--- config.mk ---
export PLATFORM = sky130hd
export DESIGN_NAME = abmp_serial
export DESIGN_NICKNAME = d
export VERILOG_FILES = /design/src/rtl/abmp_pkg.sv /design/src/rtl/abmp_serial.sv
export SDC_FILE = /design/constraint.sdc
export NUM_CORES = 1
export LEC_CHECK = 0
export BUFFER_PORTS_ARGS = -buffer_cell sky130_fd_sc_hd__buf_2
export CAP_MARGIN = 40
export CORE_MARGIN = 8
export CORE_UTILIZATION = 40
export CTS_CLUSTER_DIAMETER = 120
export DETAILED_ROUTE_END_ITERATION = 10
export PLACE_DENSITY_LB_ADDON = 0.1
export SYNTH_ARGS = -nofsm -noshare
export SYNTH_HDL_FRONTEND = slang
export SYNTH_SLANG_ARGS = --single-unit
--- constraint.sdc ---
create_clock -name pclk -period 16.6 [get_ports pclk]
set_clock_uncertainty 0.1 [all_clocks]
set_input_delay 0 -clock pclk [delete_from_list [all_inputs] [get_ports pclk]]
set_output_delay 0 -clock pclk [all_outputs]
set_load 0.01 [all_outputs]
--- src/rtl/abmp_pkg.sv ---
// constants shared by the serial rate, mute and parity block
// assumes a 32-bit apb bus whose byte address sits in paddr[7:0]
package abmp_pkg;
  // --------------------------------------------------
  // register byte offsets
  // --------------------------------------------------
  localparam logic [7:0] OFS_STATUS  = 8'h00; // status_reg
  localparam logic [7:0] OFS_DATA    = 8'h04; // data buffer
  localparam logic [7:0] OFS_RATE    = 8'h08; // rate_select_reg
  localparam logic [7:0] OFS_CTL1    = 8'h0C; // control_one
  localparam logic [7:0] OFS_CTL2    = 8'h10; // control_two
  localparam logic [7:0] OFS_TX_FINE = 8'h14; // tx_fine_prescaler
  localparam logic [7:0] OFS_RX_FINE = 8'h18; // rx_fine_prescaler
  // --------------------------------------------------
  // reset values
  // --------------------------------------------------
  localparam logic [7:0] RST_STATUS  = 8'hC0; // tdre and tc set
  localparam logic [7:0] RST_ZERO    = 8'h00;
  // --------------------------------------------------
  // field positions
  // --------------------------------------------------
  localparam int RATE_PR_LO = 6; // common_prescale_sel [7:6]
  localparam int RATE_TX_LO = 3; // tx_pow2_div_sel [5:3]
  localparam int RATE_RX_LO = 0; // rx_pow2_div_sel [2:0]
  // control_one bits
  localparam int C1_R8 = 7;
  localparam int C1_T8 = 6;
  localparam int C1_M = 4;
  localparam int C1_WAKE = 3;
  localparam int C1_PCE = 2;
  localparam int C1_PS = 1;
  localparam int C1_PIE = 0;
  // control_two bits
  localparam int C2_TIE = 7;
  localparam int C2_TCIE = 6;
  localparam int C2_RIE = 5;
  localparam int C2_ILIE = 4;
  localparam int C2_TE = 3;
  localparam int C2_RE = 2;
  localparam int C2_RWU = 1;
  // --------------------------------------------------
  // rate and sampling counts
  // --------------------------------------------------
  localparam logic [3:0] PR_SEL0 = 4'h1;
  localparam logic [3:0] PR_SEL1 = 4'h3;
  localparam logic [3:0] PR_SEL2 = 4'h4;
  localparam logic [3:0] PR_SEL3 = 4'hD;
  localparam logic [4:0] SMP_EDGE1 = 5'h03; // edge check samples
  localparam logic [4:0] SMP_EDGE2 = 5'h05;
  localparam logic [4:0] SMP_EDGE3 = 5'h07;
  localparam logic [4:0] SMP_MID1 = 5'h08;  // majority samples
  localparam logic [4:0] SMP_MID2 = 5'h09;
  localparam logic [4:0] SMP_MID3 = 5'h0A;
  localparam logic [3:0] PH_LAST = 4'hF;    // 16th sample of a bit
  localparam logic [3:0] BITS_SHORT = 4'h8; // data bits, m = 0
  localparam logic [3:0] BITS_LONG = 4'h9;  // data bits, m = 1
  localparam logic [7:0] IDLE_SHORT = 8'hA0; // 10 bits x 16
  localparam logic [7:0] IDLE_LONG = 8'hB0;  // 11 bits x 16

  // receive sequencer states
  typedef enum logic [1:0] {
    RX_IDLE,
    RX_START,
    RX_DATA,
    RX_STOP
  } abmp_rx_t;
endpackage : abmp_pkg

--- src/rtl/abmp_serial.sv ---
// serial rate generators, framing, parity, mute and noise logic
// assumes an apb master on pclk and a serial line synchronous to pclk
//
// Added by the designer: the APB slave port and the register offsets.
`timescale 1ns/1ps

module abmp_serial
  import abmp_pkg::*;
(
  input  wire logic        pclk,       // system clock
  input  wire logic        presetn,    // async reset, active low
  input  wire logic        psel,       // apb select
  input  wire logic        penable,    // apb access phase
  input  wire logic        pwrite,     // apb direction
  input  wire logic [7:0]  paddr,      // apb byte address
  input  wire logic [31:0] pwdata,     // apb write data
  output logic      [31:0] prdata,     // apb read data
  output logic             pready,     // apb ready
  output logic             pslverr,    // apb error on unmapped
  input  wire logic        halt_mode,  // processor in halt
  input  wire logic        rxd,        // serial receive line
  output logic             txd,        // serial transmit line
  output logic             irq_req     // interrupt and wait wake
);

  // --------------------------------------------------
  // state record
  // --------------------------------------------------
  typedef struct packed {
    logic [7:0]  rate;     // rate_select_reg
    logic [7:0]  tx_fine;  // tx_fine_factor
    logic [7:0]  rx_fine;  // rx_fine_factor
    logic [7:0]  ctl1;     // control_one
    logic [7:0]  ctl2;     // control_two
    logic [7:0]  status;   // status_reg
    logic        sr_seen;  // status read armed a clear
    logic [7:0]  rdr;      // received data
    logic [7:0]  tdr;      // pending transmit data
    logic [7:0]  prd;      // registered read data
    logic [18:0] tx_cnt;   // tx 16x divider
    logic [18:0] rx_cnt;   // rx 16x divider
    logic        tx_busy;  // frame on the line
    logic [11:0] tx_sh;    // frame shifter, lsb on line
    logic [3:0]  tx_ph;    // tx sample phase
    logic [3:0]  tx_bit;   // bits sent
    logic [3:0]  tx_nb;    // data bits in frame
    abmp_rx_t    rx_st;    // receive sequencer
    logic [3:0]  rx_ph;    // rx sample phase
    logic [3:0]  rx_bit;   // data bits taken
    logic [2:0]  rx_hist;  // samples before edge
    logic [2:0]  rx_smp;   // samples 8,9,10
    logic [8:0]  rx_sh;    // receive shifter
    logic        rx_noise; // noise seen since the last accepted frame
    logic        rx_m;     // frame word length
    logic        rx_pce;   // frame parity enable
    logic        rx_ps;    // frame parity select
    logic [7:0]  idle_cnt; // high samples while idle
    logic        idle_arm; // idle flag may set again
  } abmp_state_t;

  abmp_state_t s_q;  // registered state
  abmp_state_t s_d;  // next state

  // status bit positions
  localparam int ST_TDRE = 7;
  localparam int ST_TC = 6;
  localparam int ST_RX_DATA_READY = 5;
  localparam int ST_IDLE = 4;
  localparam int ST_OR = 3;
  localparam int ST_NF = 2;
  localparam int ST_FE = 1;
  localparam int ST_PE = 0;

  // --------------------------------------------------
  // helpers
  // --------------------------------------------------
  // clocks per 16x pulse: pr * 2^sel * fine
  function automatic logic [18:0] rate_div(
    input logic [1:0] pr_sel,
    input logic [2:0] p2_sel,
    input logic [7:0] fine
  );
    logic [18:0] pr;
    logic [18:0] f;
    case (pr_sel)
      2'd0:    pr = 19'(PR_SEL0);
      2'd1:    pr = 19'(PR_SEL1);
      2'd2:    pr = 19'(PR_SEL2);
      default: pr = 19'(PR_SEL3);
    endcase
    f = (fine == 8'h00) ? 19'h00001 : 19'(fine);
    rate_div = 19'((pr << p2_sel) * f);
  endfunction : rate_div

  // majority vote of three samples
  function automatic logic maj3(input logic [2:0] v);
    maj3 = (v[0] & v[1]) | (v[0] & v[2]) | (v[1] & v[2]);
  endfunction : maj3

  // xor over the 7 or 8 bits below the msb of the word
  function automatic logic low_xor(input logic [8:0] w, input logic m);
    low_xor = m ? ^w[7:0] : ^w[6:0];
  endfunction : low_xor

  // --------------------------------------------------
  // rate pulses
  // --------------------------------------------------
  logic [18:0] tx_div;  // tx clocks per pulse
  logic [18:0] rx_div;  // rx clocks per pulse
  logic        tx_tick; // tx 16x pulse
  logic        rx_tick; // rx 16x pulse

  assign tx_div = rate_div(s_q.rate[RATE_PR_LO +: 2],
                           s_q.rate[RATE_TX_LO +: 3], s_q.tx_fine);
  assign rx_div = rate_div(s_q.rate[RATE_PR_LO +: 2],
                           s_q.rate[RATE_RX_LO +: 3], s_q.rx_fine);
  // compare with at-or-above so a smaller divide never strands the counter past its end
  assign tx_tick = (s_q.tx_cnt >= tx_div - 19'h00001);
  assign rx_tick = (s_q.rx_cnt >= rx_div - 19'h00001);

  // --------------------------------------------------
  // bus decode
  // --------------------------------------------------
  logic setup;  // apb setup phase
  logic access; // apb access phase
  logic mapped; // address hits a register

  assign setup = psel & ~penable;
  assign access = psel & penable;
  assign mapped = (paddr == OFS_STATUS) || (paddr == OFS_DATA) ||
                  (paddr == OFS_RATE) || (paddr == OFS_CTL1) ||
                  (paddr == OFS_CTL2) || (paddr == OFS_TX_FINE) ||
                  (paddr == OFS_RX_FINE);
  assign pready = 1'b1;
  assign pslverr = access & ~mapped;
  assign prdata = {24'h000000, s_q.prd};
  assign txd = s_q.tx_sh[0];

  // enabled events request an interrupt, which also ends wait
  assign irq_req = (s_q.ctl2[C2_TIE] & s_q.status[ST_TDRE]) |
                   (s_q.ctl2[C2_TCIE] & s_q.status[ST_TC]) |
                   (s_q.ctl2[C2_RIE] & (s_q.status[ST_RX_DATA_READY] |
                                        s_q.status[ST_OR])) |
                   (s_q.ctl2[C2_ILIE] & s_q.status[ST_IDLE]) |
                   (s_q.ctl1[C1_PIE] & s_q.status[ST_PE]);

  // --------------------------------------------------
  // next state
  // --------------------------------------------------
  always_comb begin
    logic [4:0] snum;  // sample number 2..17, 17 standing for sample 1
    logic [8:0] word;  // received word, lsb aligned
    logic [8:0] txw;   // word to transmit
    logic       msb;   // received data msb
    logic       bitv;  // voted bit value
    logic       wr2;   // control_two written now
    s_d = s_q;
    snum = 5'h00;
    word = 9'h000;
    txw = 9'h000;
    msb = 1'b0;
    bitv = 1'b0;
    wr2 = 1'b0;
    // read mux captured in setup so data leaves a flop
    if (setup && !pwrite) begin
      case (paddr)
        OFS_STATUS:  s_d.prd = s_q.status;
        OFS_DATA:    s_d.prd = s_q.rdr;
        OFS_RATE:    s_d.prd = s_q.rate;
        OFS_CTL1:    s_d.prd = s_q.ctl1;
        OFS_CTL2:    s_d.prd = s_q.ctl2;
        OFS_TX_FINE: s_d.prd = s_q.tx_fine;
        OFS_RX_FINE: s_d.prd = s_q.rx_fine;
        default:     s_d.prd = RST_ZERO;
      endcase
    end
    // halt freezes every register, both engines included, except the read data register
    if (!halt_mode) begin
      // ---- software side: clears first, so hardware sets win
      if (access && !pwrite) begin
        if (paddr == OFS_STATUS) begin
          s_d.sr_seen = 1'b1;
        end else if (paddr == OFS_DATA && s_q.sr_seen) begin
          s_d.sr_seen = 1'b0;
          s_d.status[5:0] = 6'h00; // receive side flags
        end
      end
      if (access && pwrite) begin
        case (paddr)
          OFS_DATA: begin
            s_d.tdr = pwdata[7:0];
            s_d.status[ST_TDRE] = 1'b0;
            if (s_q.sr_seen) begin
              s_d.status[ST_TC] = 1'b0;
              s_d.sr_seen = 1'b0;
            end
          end
          OFS_RATE:    s_d.rate = pwdata[7:0];
          OFS_TX_FINE: s_d.tx_fine = pwdata[7:0];
          OFS_RX_FINE: s_d.rx_fine = pwdata[7:0];
          OFS_CTL1: begin
            s_d.ctl1 = {s_q.ctl1[C1_R8], pwdata[6], 1'b0, pwdata[4:0]};
          end
          OFS_CTL2: begin
            s_d.ctl2 = {pwdata[7:1], 1'b0};
            wr2 = 1'b1; // written mute value beats a wake
          end
          default: ;
        endcase
      end
      // ---- transmit side
      s_d.tx_cnt = tx_tick ? 19'h00000 : s_q.tx_cnt + 19'h00001;
      if (!s_q.tx_busy && s_q.ctl2[C2_TE] && !s_q.status[ST_TDRE]) begin
        // load frame: start, data, stop; format fixed per frame
        txw = {s_q.ctl1[C1_M] ? s_q.ctl1[C1_T8] : 1'b1, s_q.tdr};
        if (s_q.ctl1[C1_PCE]) begin
          if (s_q.ctl1[C1_M]) begin
            txw[8] = low_xor(txw, 1'b1) ^ s_q.ctl1[C1_PS];
          end else begin
            txw[7] = low_xor(txw, 1'b0) ^ s_q.ctl1[C1_PS];
          end
        end
        s_d.tx_sh = {2'b11, txw, 1'b0};
        s_d.tx_nb = s_q.ctl1[C1_M] ? BITS_LONG : BITS_SHORT;
        s_d.tx_busy = 1'b1;
        s_d.tx_ph = 4'h0;
        s_d.tx_bit = 4'h0;
        s_d.status[ST_TDRE] = 1'b1;
      end else if (s_q.tx_busy && tx_tick) begin
        s_d.tx_ph = s_q.tx_ph + 4'h1;
        if (s_q.tx_ph == PH_LAST) begin
          s_d.tx_sh = {1'b1, s_q.tx_sh[11:1]};
          s_d.tx_bit = s_q.tx_bit + 4'h1;
          // start + data + stop sent
          if (s_q.tx_bit == s_q.tx_nb + 4'h1) begin
            s_d.tx_busy = 1'b0;
            s_d.status[ST_TC] = 1'b1;
          end
        end
      end
      // ---- receive side
      s_d.rx_cnt = rx_tick ? 19'h00000 : s_q.rx_cnt + 19'h00001;
      if (!s_q.ctl2[C2_RE]) begin
        s_d.rx_st = RX_IDLE;
        s_d.rx_hist = 3'b000;
      end else if (rx_tick) begin
        s_d.rx_ph = s_q.rx_ph + 4'h1;
        snum = 5'(s_q.rx_ph) + 5'h02;
        if (snum == SMP_MID1) s_d.rx_smp[0] = rxd;
        if (snum == SMP_MID2) s_d.rx_smp[1] = rxd;
        if (snum == SMP_MID3) s_d.rx_smp[2] = rxd;
        bitv = maj3({rxd, s_q.rx_smp[1:0]});
        case (s_q.rx_st)
          RX_IDLE: begin
            s_d.rx_hist = {s_q.rx_hist[1:0], rxd};
            if (!rxd) begin
              // falling edge: realign phase to sample 1
              s_d.rx_st = RX_START;
              s_d.rx_ph = 4'h0;
              s_d.idle_cnt = 8'h00;
              s_d.rx_m = s_q.ctl1[C1_M];
              s_d.rx_pce = s_q.ctl1[C1_PCE];
              s_d.rx_ps = s_q.ctl1[C1_PS];
              s_d.rx_sh = 9'h000;
              s_d.rx_bit = 4'h0;
              if (s_q.rx_hist != 3'b111) s_d.rx_noise = 1'b1;
            end else if (s_q.idle_cnt !=
                         (s_q.ctl1[C1_M] ? IDLE_LONG : IDLE_SHORT)) begin
              s_d.idle_cnt = s_q.idle_cnt + 8'h01;
            end else begin
              // a whole idle frame seen, once per count
              s_d.idle_cnt = 8'h00;
              if (s_q.ctl2[C2_RWU]) begin
                if (!s_q.ctl1[C1_WAKE] && !wr2) begin
                  s_d.ctl2[C2_RWU] = 1'b0;
                end
              end else if (s_q.idle_arm) begin
                s_d.status[ST_IDLE] = 1'b1;
                s_d.idle_arm = 1'b0;
              end
            end
          end
          RX_START: begin
            if ((snum == SMP_EDGE1 || snum == SMP_EDGE2 ||
                 snum == SMP_EDGE3) && rxd) begin
              s_d.rx_noise = 1'b1;
            end
            if (snum == SMP_MID3) begin
              if (rxd || s_q.rx_smp[1:0] != 2'b00) begin
                s_d.rx_noise = 1'b1;
              end
              // false start: drop frame, keep noise pending
              if (bitv) s_d.rx_st = RX_IDLE;
            end
            if (s_q.rx_ph == PH_LAST - 4'h1) s_d.rx_st = RX_DATA;
          end
          RX_DATA: begin
            if (snum == SMP_MID3) begin
              if ({rxd, s_q.rx_smp[1:0]} != 3'b000 &&
                  {rxd, s_q.rx_smp[1:0]} != 3'b111) begin
                s_d.rx_noise = 1'b1;
              end
              s_d.rx_sh = {bitv, s_q.rx_sh[8:1]};
              s_d.rx_bit = s_q.rx_bit + 4'h1;
            end
            if (s_q.rx_ph == PH_LAST - 4'h1 &&
                s_q.rx_bit == (s_q.rx_m ? BITS_LONG : BITS_SHORT)) begin
              s_d.rx_st = RX_STOP;
            end
          end
          RX_STOP: begin
            if (snum == SMP_MID3) begin
              if ({rxd, s_q.rx_smp[1:0]} != 3'b111 &&
                  {rxd, s_q.rx_smp[1:0]} != 3'b000) begin
                s_d.rx_noise = 1'b1;
              end
              // frame ends at the stop bit's vote
              s_d.rx_st = RX_IDLE;
              s_d.rx_hist = 3'b111;
              s_d.idle_cnt = 8'h00;
              word = s_q.rx_m ? s_q.rx_sh : {1'b0, s_q.rx_sh[8:1]};
              msb = s_q.rx_m ? word[8] : word[7];
              if (s_q.ctl2[C2_RWU] && s_q.ctl1[C1_WAKE] && msb && !wr2) begin
                s_d.ctl2[C2_RWU] = 1'b0;
              end
              if (!s_q.ctl2[C2_RWU] || (s_q.ctl1[C1_WAKE] && msb)) begin
                s_d.rx_noise = 1'b0;
                s_d.idle_arm = 1'b1;
                if (s_q.status[ST_RX_DATA_READY]) begin
                  s_d.status[ST_OR] = 1'b1; // data kept, frame lost
                end else begin
                  s_d.rdr = word[7:0];
                  s_d.ctl1[C1_R8] = word[8];
                  s_d.status[ST_RX_DATA_READY] = 1'b1;
                  s_d.status[ST_NF] = s_q.status[ST_NF] |
                                      s_q.rx_noise | s_d.rx_noise;
                  s_d.status[ST_FE] = s_q.status[ST_FE] | ~bitv;
                  if (s_q.rx_pce &&
                      ((low_xor(word, s_q.rx_m) ^ msb) != s_q.rx_ps)) begin
                    s_d.status[ST_PE] = 1'b1;
                  end
                end
              end
              // muted non-address frames leave no flag or data, but their noise stays pending in rx_noise
            end
          end
          default: s_d.rx_st = RX_IDLE;
        endcase
      end
    end
  end

  // --------------------------------------------------
  // state register
  // --------------------------------------------------
  always_ff @(posedge pclk or negedge presetn) begin
    if (!presetn) begin
      s_q <= '0;
      s_q.status <= RST_STATUS;
      s_q.tx_sh <= 12'hFFF;
      s_q.rx_st <= RX_IDLE;
    end else begin
      s_q <= s_d;
    end
  end

endmodule : abmp_serial

After elaboration in Yosys (flattened, before gate mapping):

Index checks and enable logic that the tools add are counted.

* register bits: 172
* output and inout bits: 36

* add/subtract/negate cells: 11
* multiply operators: 2
* $lt $le $gt $ge: 2
* equal/unequal tests: 40
* shift operators: 2
* multiplexer cells: 110
* bitwise operators: 29
* reductions and logical operators: 73

Operators by type and width (number)
* $mux 1: 60
* $pmux 8 s7: 1
* $mux 21: 2
* $add 19x1->19 const B: 2
* $ge 19x19->1: 2
* $mul 19x8->19: 2
* $mux 19: 2
* $mux 38: 1
* $shl 4x3->19: 2
* $sub 19x1->19 const B: 2
* $pmux 9 s2: 2
* $mux 8: 4
* $mux 4: 7
* $reduce_and 3->1: 9
* $mux 13: 2
* $eq 8x5->1 const B: 3
* $logic_not 8->1: 3
* $reduce_and 7->1: 3
* $add 4x1->4 const B: 5
* $mux 10: 2
* $reduce_and 4->1: 5
* $mux 2: 9
* $mux 6: 3
* $mux 9: 2
* other kinds (43): 134

Logic depth before layout (Yosys ltp):

Gate-level depths: netlist (run 1).

* depth in word-level cells: 13
* gate-level depth with buffers: 31

Least setup slack after synthesis (run 1):

No wires, ideal clock.

* path type: flip-flop to flip-flop
* from: register s_q[173] (netlist bit)
* to: register s_q[7] (netlist bit)
* setup time: 0.095 ns
* arrival time: 6.983 ns
* setup slack: 9.422 ns
* cell stages (with the launch flop): 30
* buffers on the path: 3
* cell sequence: dfrtp_1 > clkbuf_1 > clkbuf_1 > nand3_1 > nor2_1 > nand2_1 > fa_1 > inv_1 > fa_1 > fa_1 > inv_1 > fa_1 > inv_1 > ha_1 > and2_4 > a22o_1 > a311oi_2 > nor3_1 > or4_1 > a21oi_2 > xor2_1 > ha_1 > and3_1 > o21ai_0 > a21o_1 > a22o_1 > nand3b_1 > or2_0 > clkbuf_1 > o31ai_1

* cells in the longest elaborated chain, start to end: 7

Ends and longest elaborated chain
* start: declaration: line abmp_serial.sv:61 `abmp_state_t s_q;`
* $eq 2x2->1 (tied with other cells): line abmp_serial.sv:85 `case (pr_sel)`
* $pmux 4 s3 (*): line abmp_serial.sv:85
* $shl 4x3->19 (*): line abmp_serial.sv:92 `rate_div = 19'((pr << p2_sel) * f);`
* $mul 19x8->19 (*): line abmp_serial.sv:92
* $sub 19x1->19 (*): line abmp_serial.sv:119 `assign rx_tick = (s_q.rx_cnt >= rx_div - 19'h00001);`
* $ge 19x19->1 (*): line abmp_serial.sv:119
* $reduce_and 5->1 (no source line) (*)

Every way passes the cells marked *; elsewhere a longest branch is shown, timed or not.
A chain may end at the register's enable or synchronous reset.

Final worst setup path (run 1):

* from: register s_q[173] (netlist bit)
* to: register s_q[135] (netlist bit)

* cells in the longest elaborated chain, start to end: 8

Ends and longest elaborated chain
* $eq 2x2->1 (tied with other cells): line abmp_serial.sv:85
* $pmux 4 s3 (*): line abmp_serial.sv:85
* $shl 4x3->19 (*): line abmp_serial.sv:92
* $mul 19x8->19 (*): line abmp_serial.sv:92
* $sub 19x1->19 (*): line abmp_serial.sv:119
* $ge 19x19->1 (*): line abmp_serial.sv:119
* $mux 1 (*): line abmp_serial.sv:246 `end else if (rx_tick) begin`
* $mux 1 (*): line abmp_serial.sv:243 `if (!s_q.ctl2[C2_RE]) begin`

Marks and branches as above.

==> results.yml, run 1 <==
run_status:
  status: "finished, final reports clean"
cts:
  cts_buffers: 17
  cts-root-buf: "clkbuf_16"
  cts_tree: "yes"
  clk_pin_slew_worst_paths_ps: 70
  cts_buffer_depth: 2
  h-tree-depth: 4
  clk_latency_ps: 450
  cts.sinks: 167
  cts_resized: 0
layout:
  fillers: 3913
  drive_gt1_frac: 0.100
  syn_to_final_growth_pct: 8.91
  diodes: 0
  final_area_um2: 17300
  layout.nets: 2065
  utilization: 0.438
floorplanning:
  die_h_um: 215
  ios: 83
  core_area_um2: 39500
  num_rows: 73
  die_x_um: 215
  die_area_um2: 46300
  start_util: 0.402
synthesis:
  synth-xor-area-share: 0.0447
  yosysTopAreaCellShare: 0.244
  synth_simple_gate_area_frac: 0.179
  synth_ff_type: "dfrtp_1"
  synth_area_leaders: "dfrtp_1 (24%), fa_1 (15%), ha_1 (11%), nand2_1 (4.5%), inv_1 (4.4%)"
  synth-compound-area-share: 0.124
  synth_top_family_by_area: "adder cells"
  synth_most_common_cell: "nand2_1"
  syn-cell-area_um2: 15900
  yosys.area_share.adder: 0.263
  ys_types: 81
  syn_area_per_cell_um2: 9.17
  yosys.area.top_type: "dfrtp_1"
  ys_warn_count: 0
  netlist_top_cells_count: "nand2_1 (191), inv_1 (186), dfrtp_1 (155)"
  synth-seq-area-share: 0.264
  synth_seq_cells: 167
  synth-edff-count: 0
  muxShareOfSynthArea: 0.0509
  ys_async_sr_fraction: 1.00
  syn_inst: 1731
sta:
  tightest_slew_ps: 870
  fin_crit_sh: 0.529
  slew_violations: 0
  rsz0062_at_grt: "false"
  fmaxAchievable_mhz: 114
  whs_ps: 122
  slew_headroom: 0.405
  setup_violations: 0
  tns_ps: 0
  hold_violations: 0
  period_needed_ps: 8780
global_routing:
  gr-usage-all-layers: 0.173
  grt_pass1_vias: 12427
  grt_overflow: 0
  grt_max_degree: 58
  grt_pass1_wl_um: 65400
  antenna_found_initial: 1
critical_path:
  worstPathRequired_ps: 16890
  critPathKind: "flip-flop to flip-flop"
  cp-start-kind: "flip-flop"
  worst-path-max-fanout: 20
  cp.arrival_ps: 9080
  end_kind: "flip-flop"
routing:
  vias_per_cell: 5.23
  wl_per_cell_um: 16.9
  wl_um: 38700
  drc: 0
  ant_nets: 0
  drt_iter0_drc: 512
  firstDrtPassIters: 5
  vias: 12005
min_path:
  hold_class: "input port to flip-flop"
placed_design:
  port_buffers: 33
  place_congestion: 0.821
  place_area_um2: 16500
  dpl.hpwl_um: 30400
job:
  maxCapViolations: 0
pwr:
  power_mw: 1.11
  p_per_area_nw_per_um2: 64.3
  power_leakage_nw: 8.27
  peakVddDrop_mv: 0.0652
final timing paths:
check | from | end | slack, ps | cells past startpoint
max | s_q[173] | s_q[135] | 7820 | 27
min | paddr[2] | s_q[125] | 120 | 4
max reg2reg | s_q[173] | s_q[135] | 7820 | 27
min reg2reg | s_q[8] | s_q[8] | 380 | 1
max in group asynchronous | presetn | s_q[78] | 14450 | 6
min in group asynchronous | presetn | s_q[49] | 470 | 3
registers in the layout (all words and copies together) (netlist names):
register	count
txd	1
prdata	8
s_q	158
layer usage:
layer  vias to the layer above  global-route usage  routed length, um
met2                       131               0.297              19000
met1                      5951               0.225              18100
li1                       5890                   -                  -
met3                        31              0.0275               1110
met5                         -                   0                 12
met4                         2              0.0456                496
logic make-up after synthesis:
family          Yosys count
fa+ha+maj               263
xor+xnor                 81
flops                   167
other cells               2
compound gates          293
mux                      74
buf+inv                 276
simple gates            575
cell type report:
cell class | count | area, um2 | share of cell area
clock buffers | 22 | 484 | 0.0280
clock inverters | 10 | 111 | 0.00644
multi-input cells | 1311 | 10600 | 0.613
flip-flops and latches | 167 | 4190 | 0.243
repair buffers | 72 | 541 | 0.0313
well taps | 525 | 657 | 0.0380
inverters | 187 | 702 | 0.0406
layout by cell type (no fill, tap or decap), drive strengths merged, types with 14 or more instances in the layout:
cell type	synthesis	final
xor2	42	42
a21o	22	22
nor2	107	107
xnor2	39	39
clkbuf	45	22
nand2	193	193
ha	144	144
o21ai	74	74
nor3	20	20
a22o	22	22
nand3	47	47
dfrtp	155	155
a21oi	56	56
a31oi	21	21
and3	36	36
nand2b	14	14
conb	2	25
mux2i	20	20
mux2	54	54
buf	44	54
fa	118	118
inv	187	191
dlygate4sd3	0	17
and2	82	82
metrics by stage:
step / instances / setup WS [ps]
final: 2294 / 7820
after global routing: 2294 / 7230
after CTS: 2294 / 7760
after detailed placement: 2244 / 7870
after global placement: 2232 / 7590
after floorplan: 1754 / 9420
power breakdown:
group          switching (mW)  internal (mW)  total, mW
combinational           0.140          0.110      0.250
clock                   0.181          0.226      0.407
sequential             0.0254          0.429      0.454
total                   0.347          0.765       1.11
repair_timing:
action                                 4_1_cts  5_1_grt
hold buffers                                18        0
endpoints found under the hold margin      120        0
setup buffers                                0        0
worst max-delay path: stages (launching register included):
cell and delay [ps]:
dfrtp_1 730, xnor2_1 150, o21ai_0 540, nand2_1 100
o21ai_1 410, and2_1 240, fa_1 440, fa_1 490
fa_1 600, inv_1 60, fa_1 480, inv_1 40
ha_1 310, o31a_1 360, a311oi_2 290, nor3_1 120
or4_1 510, a21oi_2 170, xor2_1 180, ha_1 280
and3_1 190, o21ai_0 230, a21oi_1 120, a21oi_1 510
buf_4 250, nor3b_1 60, o31ai_1 170, dlygate4sd3_1 570
No activity file was read; power rests on OpenSTA's default activity.
==> inputs of run 2 (changes only) <==
==> constraint.sdc (replaced) <==
create_clock -name pclk -period 9.1 [get_ports pclk]
set_clock_uncertainty 0.1 [all_clocks]
set_input_delay 0 -clock pclk [delete_from_list [all_inputs] [get_ports pclk]]
set_output_delay 0 -clock pclk [all_outputs]
set_load 0.01 [all_outputs]
==> run 2 against run 1 <==
  * Final cell count increased by 0.22%
  * Hold slack worse by 86 ps
  * Flip-flop and latch count is the same
  * Clock power rose by 76%
  * Critical path type unchanged
  * Critical endpoint is now s_q[28]
  * Largest cell class unchanged
  * Highest routed layer unchanged
==> results.yml, run 2 (synthesis gave the netlist of run 1 again) <==
sta:
  fin_crit_sh: 0.923
  rsz0062_at_grt: "false"
  period_needed_ps: 8400
  setup_slack_ps: 697
  tns_ps: 0
  slew_headroom: 0.454
  tightest_slew_ps: 816
  setup_violations: 0
  hold_violations: 0
  fmaxAchievable_mhz: 119
  slew_violations: 0
  whs_ps: 35.8
layout:
  fillers: 3976
  layout_commonest_cell: "nand2_1"
  final_area_um2: 17300
  final_cell_mix: "nand2_1 (191), inv_1 (186), dfrtp_1 (155)"
  drive_gt1_frac: 0.103
  syn_to_final_growth_pct: 8.75
  layout.nets: 2068
  utilization: 0.438
  largest_register_ff_count: 158
  top_register: "s_q"
cts:
  cts_buffer_depth: 2
  clk_pin_slew_worst_paths_ps: 70
  cts-root-buf: "clkbuf_16"
  cts_buffers: 17
  clk_latency_ps: 460
  cts_resized: 0
  cts.sinks: 167
  h-tree-depth: 4
  cts_tree: "yes"
pwr:
  power_leakage_nw: 8.28
  power_frac_seq: 0.413
  pwr-share-comb: 0.229
  peakVddDrop_mv: 0.121
  p_clk_frac: 0.358
  p_per_area_nw_per_um2: 116
  switchingPower_mw: 0.643
  swShare: 0.320
  p_int_mw: 1.36
global_routing:
  gr-usage-all-layers: 0.172
  antenna_found_initial: 1
  grt_max_degree: 57
  grt_overflow: 0
  grt_pass1_vias: 12460
  grt_pass1_wl_um: 65300
placed_design:
  place_congestion: 0.820
  port_buffers: 33
  place_ws_ps: 712
  place_area_um2: 16500
  dpl.hpwl_um: 30100
critical_path:
  critPathKind: "flip-flop to flip-flop"
  worst-path-max-fanout: 20
  cp-start-kind: "flip-flop"
  cp.arrival_ps: 8650
  end_kind: "flip-flop"
  worstPathRequired_ps: 9340
floorplanning:
  die_h_um: 215
  die_area_um2: 46300
  start_util: 0.402
  num_rows: 73
  core_area_um2: 39500
  ios: 83
  die_x_um: 215
routing:
  wl_um: 39000
  drt_iter0_drc: 554
  ant_nets: 0
  wl_per_cell_um: 16.9
  drc: 0
  vias_per_cell: 5.25
  vias: 12080
  firstDrtPassIters: 5
job:
  maxCapViolations: 0
run_status:
  status: "finished, final reports clean"
min_path:
  hold_class: "input port to flip-flop"
==> run 2: cell types whose count changed in the layout (fill, tap and decap cells not counted), moves of 2 or more <==
cell and change:
diode_2 +2, clkbuf_8 -4, dlygate4sd3_1 -3, buf_4 +8, clkinv_4 -2, inv_6 +2
clkinv_2 +4
==> run 2: routing by layer <==
layer / track usage / wire, um / part of all wire / vias to the layer above
li1: - / - / - / 5892
met1: 0.222 / 18100 / 0.46 / 5983
met2: 0.295 / 19100 / 0.49 / 169
met3: 0.0323 / 1200 / 0.031 / 34
met4: 0.0372 / 491 / 0.013 / 2
met5: 0 / 11 / 0.00028 / -
==> run 2: final timing paths <==
check / slack (ps) / to / cells past startpoint / start
max in group asynchronous: 7330 / s_q[76] / 5 / presetn
min in group asynchronous: 60 / s_q[56] / 2 / presetn
min: 40 / s_q[84] / 4 / halt_mode
min reg2reg: 390 / s_q[8] / 1 / s_q[8]
max reg2reg: 700 / s_q[28] / 26 / s_q[173]
max: 700 / s_q[28] / 26 / s_q[173]
==> run 2: through the flow <==
step,cells,power (mW)
after global routing,2297,2.13
final,2299,2.01
after global placement,2246,1.29
after detailed placement,2250,1.30
after floorplan,1754,1.18
after CTS,2297,2.04
==> run 2: worst max-delay path: stages, from the launching register on <==
cell and delay, ps:
dfrtp_1 740, xnor2_1 150, o21ai_0 460, nand2_1 100, o21ai_1 420, and2_1 240
fa_1 440, fa_1 500, fa_1 590, inv_1 70, fa_1 480, inv_1 40
ha_1 320, o31a_1 360, a311oi_2 320, nor3_1 130, or4_1 500, a21oi_2 160
xor2_1 90, ha_1 310, and3_1 150, o21ai_0 90, a21o_1 200, a21oi_1 190
and3_1 450, nand2_1 360, mux2_2 360
==> run 2: repair_timing <==
item / 4_1_cts / 5_1_grt
endpoints found under the hold margin: 132 / 0
setup buffers: 0 / 0
hold buffers: 15 / 0
==> run 2: area by class of cell <==
class | count | area, um2 | share of cell area
clock inverter | 13 | 124 | 0.00718
tap | 525 | 657 | 0.0381
sequential | 167 | 4190 | 0.243
inverter | 187 | 702 | 0.0407
clock buffer | 19 | 433 | 0.0251
timing repair buffer | 75 | 548 | 0.0317
antenna | 2 | 5.00 | 0.000290
multi-input combinational | 1311 | 10600 | 0.614
==> run 2: power groups by stage <==
stage,clock [mW],sequential [mW],combinational (mW)
global route,0.769,0.835,0.529
CTS,0.737,0.829,0.471
global placement,0,0.841,0.450
detailed placement,0,0.842,0.462
finish,0.718,0.829,0.460
floorplan,0,0.826,0.351
==> inputs of run 3 (changes only) <==
--- a/config.mk
+++ b/config.mk
@@ -5,6 +5,7 @@
 export SDC_FILE = /design/constraint.sdc
 export NUM_CORES = 1
 export LEC_CHECK = 0
+export ABC_AREA = 1
 export BUFFER_PORTS_ARGS = -buffer_cell sky130_fd_sc_hd__buf_2
 export CAP_MARGIN = 40
 export CORE_MARGIN = 8
==> run 3 against run 2 <==
  * First-iteration DRC count increased by 54%
  * Die area is 4.8% higher
  * Synthesized area up 5.2%
  * Highest routed layer is now met4
  * Critical path type unchanged
  * Register-to-register slack improved by 460 ps
  * Via count up 15%
  * Critical path depth increased by 6
  * Synthesized cell count grew 31%
  * Power rose by 7.9%
  * Critical endpoint is now s_q[126]
  * Sequential power decreased by 1%
  * Global-route usage grew 1.7 points
  * Largest power group unchanged
  * Setup slack better by 460 ps
==> results.yml, run 3 <==
synthesis:
  syn_inst: 2268
  synth_most_common_cell: "nand2_1"
  synth_area_leaders: "dfrtp_1 (23%), fa_1 (14%), nand2_1 (14%), ha_1 (11%), inv_1 (8.3%)"
  synth-edff-count: 0
  ys_async_sr_fraction: 1.00
  synth_ff_type: "dfrtp_1"
  yosysTopAreaCellShare: 0.232
  netlist_top_cells_count: "nand2_1 (609), inv_1 (368), nor2_1 (262)"
  syn_area_per_cell_um2: 7.36
  synth_seq_cells: 167
  syn-cell-area_um2: 16700
  ys_types: 57
  synth-seq-area-share: 0.251
  yosys.area.top_type: "dfrtp_1"
  ys_warn_count: 0
sta:
  rsz0062_at_grt: "false"
  tightest_slew_ps: 845
  fmaxAchievable_mhz: 126
  slew_headroom: 0.437
  slew_violations: 0
  period_needed_ps: 7940
  tns_ps: 0
  hold_violations: 0
  fin_crit_sh: 0.873
  setup_violations: 0
pwr:
  power_leakage_nw: 9.60
  pwr-share-comb: 0.276
  p_int_mw: 1.39
  p_clk_frac: 0.345
  power_mw: 2.17
  switchingPower_mw: 0.777
  power_frac_seq: 0.379
  p_per_area_nw_per_um2: 120
  swShare: 0.359
  peakVddDrop_mv: 0.157
cts:
  cts-root-buf: "clkbuf_16"
  cts_resized: 0
  postCtsSetupRepairBufs: 0
  h-tree-depth: 4
  cts_tree: "yes"
  clk_pin_slew_worst_paths_ps: 80
  cts_buffer_depth: 2
  clk_latency_ps: 470
  cts_buffers: 17
  cts.sinks: 167
  cts-hold-fix-buffers: 18
critical_path:
  worst_path_dominant_cell_family: "simple AND/OR/NAND/NOR gates"
  cp-start-kind: "flip-flop"
  cp.arrival_ps: 8220
  critPathMaxStageDelay_ps: 830
  worstPathRequired_ps: 9370
  slowest_stage: "nand3_1"
  end_kind: "flip-flop"
  crit_buf_inv: 6
  worst-path-max-fanout: 21
  critPathKind: "flip-flop to flip-flop"
global_routing:
  grt_max_degree: 64
  gr-usage-all-layers: 0.188
  grt_pass1_vias: 14146
  antenna_found_initial: 0
  grt_pass1_wl_um: 72500
  grt_overflow: 0
layout:
  diodes: 0
  largest_register_ff_count: 158
  layout.nets: 2598
  layout_commonest_cell: "nand2_1"
  drive_gt1_frac: 0.0613
  final_cell_mix: "nand2_1 (609), inv_1 (368), nor2_1 (262)"
  final_area_um2: 18000
  top_register: "s_q"
  fillers: 4303
  syn_to_final_growth_pct: 7.70
floorplanning:
  ios: 83
  die_x_um: 220
  die_h_um: 220
  core_area_um2: 41600
  num_rows: 75
  start_util: 0.402
  die_area_um2: 48500
routing:
  wl_um: 43000
  vias_per_cell: 4.91
  drc: 0
  wl_per_cell_um: 15.1
  firstDrtPassIters: 7
  vias: 13951
  drt_iter0_drc: 854
  ant_nets: 0
job:
  maxCapViolations: 0
placed_design:
  port_buffers: 33
  place_area_um2: 17200
  dpl.hpwl_um: 34400
  place_congestion: 0.894
run_status:
  status: "finished, final reports clean"
min_path:
  hold_class: "input port to flip-flop"
run 3: worst paths after layout:
check	from	endpoint	slack, ps	cells after the start
hold / removal	paddr[3]	s_q[156]	40	6
setup reg to reg	s_q[173]	s_q[126]	1160	32
min in group asynchronous	presetn	s_q[22]	480	4
max in group asynchronous	presetn	s_q[83]	7180	5
setup / recovery	s_q[173]	s_q[126]	1160	32
hold reg to reg	s_q[41]	s_q[41]	370	2
run 3: per-stage QoR:
stage / instances / worst slack (ps) / util / hold WS (ps)
CTS: 2841 / 1070 / 0.433 / 6.89
global route: 2841 / 278 / 0.433 / 51.2
finish: 2841 / 1160 / 0.433 / 43.5
floorplan: 2291 / 3050 / - / -396
global placement: 2789 / 1160 / 0.413 / -169
detailed placement: 2791 / 1120 / 0.414 / -167
run 3: cell type report:
cell class,instances,area [um2],area share
multi-input cells,1664,10700,0.593
flip-flops and latches,167,4190,0.233
inverters,382,1430,0.0797
well taps,539,674,0.0375
clock buffers,17,425,0.0237
repair buffers,57,424,0.0236
clock inverters,15,160,0.00891
run 3: cell families (layout without fill, tap and decap cells):
family | count (synthesis) | after routing | synth area share
AOI/OAI and AO/OA | 240 | 240 | 0.0782
xor gates and xnor gates | 72 | 72 | 0.0378
adders and majority gates | 262 | 262 | 0.249
buffers and inverters | 460 | 471 | 0.115
DFF | 167 | 167 | 0.251
muxes | 1 | 1 | 0.000600
other | 2 | 25 | 0.000450
and+or+nand+nor | 1064 | 1064 | 0.268
run 3: tightest hold or removal path, cell delays in order:
cell and delay [ps]:
buf_2 140, nand3_1 140, nor3_4 110, nor2_1 100
a21oi_1 40, inv_1 40
run 3: routing by layer:
metal / vias to the layer above / global-route usage / wire length [um]
met3: 48 / 0.0372 / 1720
met2: 227 / 0.315 / 20200
met5: - / 0 / 0
met4: 0 / 0.0510 / 809
li1: 7038 / - / -
met1: 6638 / 0.246 / 20300
run 3: power groups by stage:
stage | logic [mW] | registers (mW) | clock network [mW]
finish | 0.598 | 0.820 | 0.748
CTS | 0.607 | 0.820 | 0.776
floorplan | 0.462 | 0.821 | 0
detailed placement | 0.596 | 0.834 | 0
global placement | 0.584 | 0.834 | 0
global route | 0.702 | 0.826 | 0.800
